$ cat config.mk
export PLATFORM = sky130hd
export DESIGN_NAME = sxp_sfr_decode
export DESIGN_NICKNAME = d
export VERILOG_FILES = /design/src/sxp_pkg.sv /design/src/sxp_sfr_decode.sv
export SDC_FILE = /design/constraint.sdc
export NUM_CORES = 1
export LEC_CHECK = 0
export BUFFER_PORTS_ARGS = -buffer_cell sky130_fd_sc_hd__buf_2
export CORE_AREA = 2 2 40 57
export CTS_CLUSTER_DIAMETER = 40
export CTS_CLUSTER_SIZE = 10
export DETAILED_ROUTE_END_ITERATION = 8
export DIE_AREA = 0 0 42 59
export GPL_ROUTABILITY_DRIVEN = 0
export GPL_TIMING_DRIVEN = 0
export PLACE_DENSITY = 0.75
export SYNTH_ARGS = -nofsm -noshare
export SYNTH_HDL_FRONTEND = slang
export SYNTH_SLANG_ARGS = --single-unit
$ cat constraint.sdc
create_clock -name clk -period 1.6 [get_ports clk]
set_input_delay 0.24 -clock clk [delete_from_list [all_inputs] [get_ports clk]]
set_output_delay 0.24 -clock clk [all_outputs]
set_load 0.02 [all_outputs]
$ cat src/sxp_pkg.sv
// Constants for the SFR decode and external RAM page block
package sxp_pkg;
    localparam logic [7:0] SXP_SFR_BASE      = 8'h80;
    localparam logic [7:0] SXP_PAGE_REG_ADDR = 8'haa;
    localparam logic [7:0] SXP_PAGE_REG_RST  = 8'h00;
    localparam int         SXP_PAGE_SEL_POS  = 0;
    localparam logic [2:0] SXP_BIT_ADDR_LOW  = 3'h0;
    localparam int         SXP_XRAM_AW       = 9;
endpackage

$ cat src/sxp_sfr_decode.sv
// SFR space decode and external RAM page register
//
// Operation
// - Eight-bit external moves take the high address byte from page register.
// - Page register bits 7..1 read zero; writes to them are ignored.
// - Only the page select bit picks the 256-byte RAM page.
// - Direct accesses at 0x80..0xFF go to SFR space, not RAM.
// - Only SFRs ending in 0x0 or 0x8 accept bit operations.
// - Indirect accesses above 0x7F reach upper internal RAM.
// - Sixteen-bit pointer moves drop upper seven bits; RAM repeats.
`timescale 1ns/1ps
module sxp_sfr_decode
    import sxp_pkg::*;
#(
    // External RAM index width
    parameter int XRAM_AW = SXP_XRAM_AW
)
(
    // Clock and reset
    input  wire logic                   clk,
    input  wire logic                   srst,
    // Core data memory access
    input  wire logic                   mem_req,
    input  wire logic                   mem_direct,
    input  wire logic                   mem_bit_op,
    input  wire logic                   mem_wr,
    input  wire logic [7:0]             mem_addr,
    input  wire logic [7:0]             mem_wdata,
    input  wire logic [2:0]             mem_bit_pos,
    // External data move
    input  wire logic                   xmove_req,
    input  wire logic                   xmove_ptr16,
    input  wire logic [15:0]            xmove_addr,
    // Decode results, one cycle after request
    output logic                        sfr_sel,
    output logic                        iram_sel,
    output logic                        bit_ok,
    output logic                        page_reg_hit,
    output logic [7:0]                  sfr_rdata,
    output logic                        xram_en,
    output logic [XRAM_AW-1:0]          xram_index,
    output logic                        page_select_bit
);
    // Page register state
    logic                   page_r;
    logic                   page_nxt;

    // Access decode state
    logic                   sfr_sel_r;
    logic                   sfr_sel_nxt;
    logic                   iram_sel_r;
    logic                   iram_sel_nxt;
    logic                   bit_ok_r;
    logic                   bit_ok_nxt;
    logic                   hit_r;
    logic                   hit_nxt;
    logic [7:0]             rdata_r;
    logic [7:0]             rdata_nxt;

    // External move state
    logic                   xen_r;
    logic                   xen_nxt;
    logic [XRAM_AW-1:0]     xidx_r;
    logic [XRAM_AW-1:0]     xidx_nxt;

    // Terms shared by the groups
    logic                   in_sfr;
    logic                   in_iram;
    logic                   is_page;
    logic                   bit_addr;
    logic                   page_wr;
    logic [7:0]             cur_byte;
    logic [7:0]             bit_wdata;
    logic [XRAM_AW-1:0]     paged_idx;
    logic [XRAM_AW-1:0]     linear_idx;

    // Address space steering for the current access
    always_comb begin
        in_sfr  = 1'b0;
        in_iram = 1'b0;

        case ({mem_req, mem_direct})
            2'b11: begin
                in_sfr  = (mem_addr >= SXP_SFR_BASE);
                in_iram = (mem_addr < SXP_SFR_BASE);
            end
            2'b10: begin
                in_iram = 1'b1;
            end
            default: begin
                // No access this cycle
                in_sfr  = 1'b0;
                in_iram = 1'b0;
            end
        endcase
    end

    // Register match and bit-write merge
    always_comb begin
        bit_addr  = (mem_addr[2:0] == SXP_BIT_ADDR_LOW);
        is_page   = in_sfr && (mem_addr == SXP_PAGE_REG_ADDR);

        // bit ops on byte-only SFRs refused
        page_wr   = is_page && mem_wr && (!mem_bit_op || bit_addr);

        cur_byte  = {7'h00, page_r};
        // Old byte keeps the untouched bits
        bit_wdata = cur_byte;
        bit_wdata[mem_bit_pos] = mem_wdata[0];
    end

    // Both index forms every cycle; the request picks one
    always_comb begin
        // upper seven bits ignored, RAM repeats
        linear_idx = xmove_addr[XRAM_AW-1:0];
        paged_idx  = XRAM_AW'({page_r, xmove_addr[7:0]});
    end

    // Page register next value
    always_comb begin
        page_nxt = page_r;

        if (page_wr) begin
            if (mem_bit_op) begin
                page_nxt = bit_wdata[SXP_PAGE_SEL_POS];
            end else begin
                page_nxt = mem_wdata[SXP_PAGE_SEL_POS];
            end
        end

        // Reset last, so it beats a write
        if (srst) begin
            page_nxt = SXP_PAGE_REG_RST[SXP_PAGE_SEL_POS];
        end
    end

    always_ff @(posedge clk) begin
        page_r <= page_nxt;
    end

    // Access decode next values
    always_comb begin
        sfr_sel_nxt  = in_sfr;
        iram_sel_nxt = in_iram;
        hit_nxt      = is_page;

        bit_ok_nxt   = 1'b0;
        if (in_sfr && mem_bit_op) begin
            // only addresses ending 0x0 or 0x8
            bit_ok_nxt = bit_addr;
        end

        if (is_page) begin
            // Old page value on read-during-write
            rdata_nxt = cur_byte;
        end else begin
            // Other SFRs answer on their own paths
            rdata_nxt = 8'h00;
        end

        if (srst) begin
            sfr_sel_nxt  = 1'b0;
            iram_sel_nxt = 1'b0;
            bit_ok_nxt   = 1'b0;
            hit_nxt      = 1'b0;
            rdata_nxt    = 8'h00;
        end
    end

    always_ff @(posedge clk) begin
        sfr_sel_r  <= sfr_sel_nxt;
        iram_sel_r <= iram_sel_nxt;
        bit_ok_r   <= bit_ok_nxt;
        hit_r      <= hit_nxt;
        rdata_r    <= rdata_nxt;
    end

    // External move next values
    always_comb begin
        xen_nxt  = xmove_req;

        // Index holds between moves for the RAM port
        xidx_nxt = xidx_r;
        if (xmove_req) begin
            if (xmove_ptr16) begin
                xidx_nxt = linear_idx;
            end else begin
                xidx_nxt = paged_idx;
            end
        end

        if (srst) begin
            xen_nxt  = 1'b0;
            xidx_nxt = '0;
        end
    end

    always_ff @(posedge clk) begin
        xen_r  <= xen_nxt;
        xidx_r <= xidx_nxt;
    end

    // Outputs straight from the flip-flops
    assign sfr_sel         = sfr_sel_r;
    assign iram_sel        = iram_sel_r;
    assign bit_ok          = bit_ok_r;
    assign page_reg_hit    = hit_r;
    assign sfr_rdata       = rdata_r;
    assign xram_en         = xen_r;
    assign xram_index      = xidx_r;
    assign page_select_bit = page_r;
endmodule // sxp_sfr_decode

==> metrics.csv <==
stage,metric,value,unit
routing,Via density,4.362,
die,Die Width,42,um
global_route,all-layer global routing usage,12.28,%
routing,initial DRC count,8,
final_layout,"Core Util, Final",49.32,%
die,Core ar.,0.001926,mm^2
routing,vias post-DR,602,
global_route,grt ovf,0,
cts,CTS sink cnt,16,
power_and_ir_drop,clock group share of total power,31.0,%
logic_synthesis,Mean Syn Cell Area,10.23,um^2
sta,Setup Viol. Count Final,0,
final_layout,Finished Layout Cells,138,
die,I/O pin count,66,
status,outcome,finished clean,
power_and_ir_drop,peak supply drop,388.5,uV
sta,highest clock rate,0.7787,GHz
critical_path,CP max stage cell,or4b_4,
logic_synthesis,post-synthesis register bit count,16,
global_route,largest net degree at the start of global routing,11,
sta,PnR worst setup slack,0.3158,ns
cts,clk root buf,clkbuf_4,
cts,"Clk Latency, worst-skew pair",0.27,ns
routing,DRC violations left,0,
sta,Slew Limit Fails,0,
final_layout,Antenna diodes,0,
routing,WL per Instance,9.906,um
critical_path,worst setup path class,in -> reg,
critical_path,cell family with most CP delay,simple AND/OR/NAND/NOR gates,
routing,first-pass iteration count of the detailed router,4,
global_route,vias in the first global route,574,
cts,# hold bufs at CTS,0,
final_layout,final net count,161,
final_layout,Multi-input gate area,286.5,um^2
routing,drt total wl,1.367,mm
critical_path,CP arrival,1.49,ns
logic_synthesis,post-synthesis cell count,63,
placement,dpl ws,0.01212,ns
power_and_ir_drop,sequential share of power,51.2,%
power_and_ir_drop,P_int,0.6218,mW
critical_path,Worst path max stage delay,0.57,ns
sta,Period minus WS final,1.284,ns
placement,detailed placer's ending HPWL,1.174,mm
final_layout,area grow syn2layout,47.38,%
sta,Fin Setup TNS,0,ns
critical_path,Critical Path Start Type,primary input,
routing,remaining antenna violation count,0,
critical_path,number of cells on the critical path,5,
logic_synthesis,YS warnings,0,
run,Max-cap violations,0,
power_and_ir_drop,sw frac,24.46,%
final_layout,layout cells sized above 1,48.72,%
logic_synthesis,register area share after synthesis,49.71,%
global_route,initial antenna violation count,0,
global_route,first-pass GRT wire length,2.242,mm
logic_synthesis,post-synthesis cell type count,20,
hold_path,Hold Crit Depth,2,
cts,setup bufs post-CTS,0,
placement,# placed instances,134,
placement,IO buf count,44,
sta,unrepaired setup endpoints after global routing,no,
sta,Rel. slew slack,56.07,%
critical_path,CP endpoint kind,flip-flop,
power_and_ir_drop,leakage power,0.5119,nW
final_layout,filler instances,203,
power_and_ir_drop,PD cells,866.8,mW/mm^2
sta,clk_skew,0.0002214,ns
critical_path,Reg2Reg Depth,2,
die,die height,59,um
critical_path,crit-path cells,buf_2 > nand4bb_1 > or4b_4 > nor3b_2 > mux2i_1,
hold_path,Hold Crit Class,in -> reg,
critical_path,"Data required, critical path",1.81,ns
power_and_ir_drop,logic gate share of total power,17.8,%
cts,CTS resizes,0,
die,die area,0.002478,mm^2
cts,CTS tree,yes,
final_layout,Reg area,320.3,um^2
cts,clk buf depth,2,
die,# rows,19,
sta,crit share post-route,80.26,%
sta,Fin. Hold Viols,0,
cts,total clock buffers created by CTS,3,
die,Initial Util,33.46,%
power_and_ir_drop,switching power,0.2014,mW
critical_path,Crit path buffers/inverters,1,
critical_path,Critical Path Fanout Max,3,
sta,slew of the pin with the lowest slew margin,0.6589,ns
logic_synthesis,Mapped Area,644.4,um^2
cts,Worst-path clk slew,0.09,ns
cts,H-tree depth,1,
-- layer usage --
metal  track usage, %  routed length, um  vias to the layer above
met5                0                  0                        -
met4            5.530                  0                        0
met3            3.659                164                        0
met2            23.21                700                       42
met1            12.19                502                      253
li1                 -                  -                      307
-- stage by stage --
step	cell area (um^2)	hold slack (ns)	power, mW
floorplan	666.9	0.3116	0.5182
global placement	913.4	0.4479	0.5737
detailed placement	913.4	0.4512	0.5787
CTS	949.7	0.1367	0.8399
global route	949.7	0.1388	0.8752
finish	949.7	0.1540	0.8232
-- power groups by stage --
stage | registers (mW) | logic, mW | clock network (mW)
final | 0.421 | 0.147 | 0.255
after global placement | 0.430 | 0.144 | 0
after global routing | 0.424 | 0.162 | 0.290
after detailed placement | 0.431 | 0.148 | 0
after floorplan | 0.452 | 0.0658 | 0
after CTS | 0.422 | 0.148 | 0.270
-- worst paths after layout --
| path | startpoint | endpoint | slack [ns] |
|---|---|---|---|
| setup / recovery | mem_addr[2] | page_select_bit | 0.32 |
| hold / removal | mem_direct | iram_sel | 0.15 |
| setup reg to reg | page_select_bit | xram_index[8] | 0.86 |
| hold reg to reg | xram_index[6] | xram_index[6] | 0.49 |
-- sequential cells by signal (all words and copies together) (netlist names) --
register and flops:
iram_sel 1, page_reg_hit 1, xram_index 9, page_select_bit 1, sfr_sel 1, xram_en 1
bit_ok 1, sfr_rdata 1
-- cell usage in the layout (no fill, tap or decap) --
master,count
clkbuf_4,3
nand2b_1,2
nor4b_1,1
nor3b_2,1
clkbuf_1,1
o21a_1,1
buf_1,1
clkbuf_8,1
buf_4,7
buf_2,44
or4b_4,1
nand3b_1,1
nor2_1,12
nand2_1,2
nand4b_1,1
a211oi_1,1
nor2b_1,1
dfxtp_1,16
mux2i_1,10
nand4bb_1,1
or3_1,1
conb_1,7
a21oi_1,1
-- cells in the mapped netlist, drive strengths merged --
cell     instances  area, um^2
nand3b           1       7.510
nand2b           2       12.51
or3              1       6.260
nand4b           1       8.760
nor4b            1       8.760
clkbuf           1       3.750
o21a             1       7.510
nor2            12       45.04
a21oi            1       5.000
a211oi           1       7.510
nand4bb          1       11.26
nor3b            1       12.51
buf              8       56.30
nand2            2       7.510
dfxtp           16       320.3
conb             1       3.750
nor2b            1       6.260
or4b             1       13.76
mux2i           10       100.1
-- logic make-up after synthesis --
| group | share of synthesized area (%) |
|---|---|
| AOI/OAI and AO/OA | 3.107 |
| and+or+nand+nor | 21.75 |
| other | 0.5820 |
| DFF | 49.71 |
| buffers and inverters | 9.319 |
| muxes | 15.53 |
-- layout make-up --
| type | instances | area share (%) |
|---|---|---|
| Multi-Input combinational cell | 44 | 30.17 |
| Tap cell | 21 | 2.767 |
| Clock buffer | 4 | 3.821 |
| Sequential cell | 16 | 33.73 |
| Buffer | 9 | 6.324 |
| Timing Repair Buffer | 44 | 23.19 |
Power figures use the tool's default switching activity.
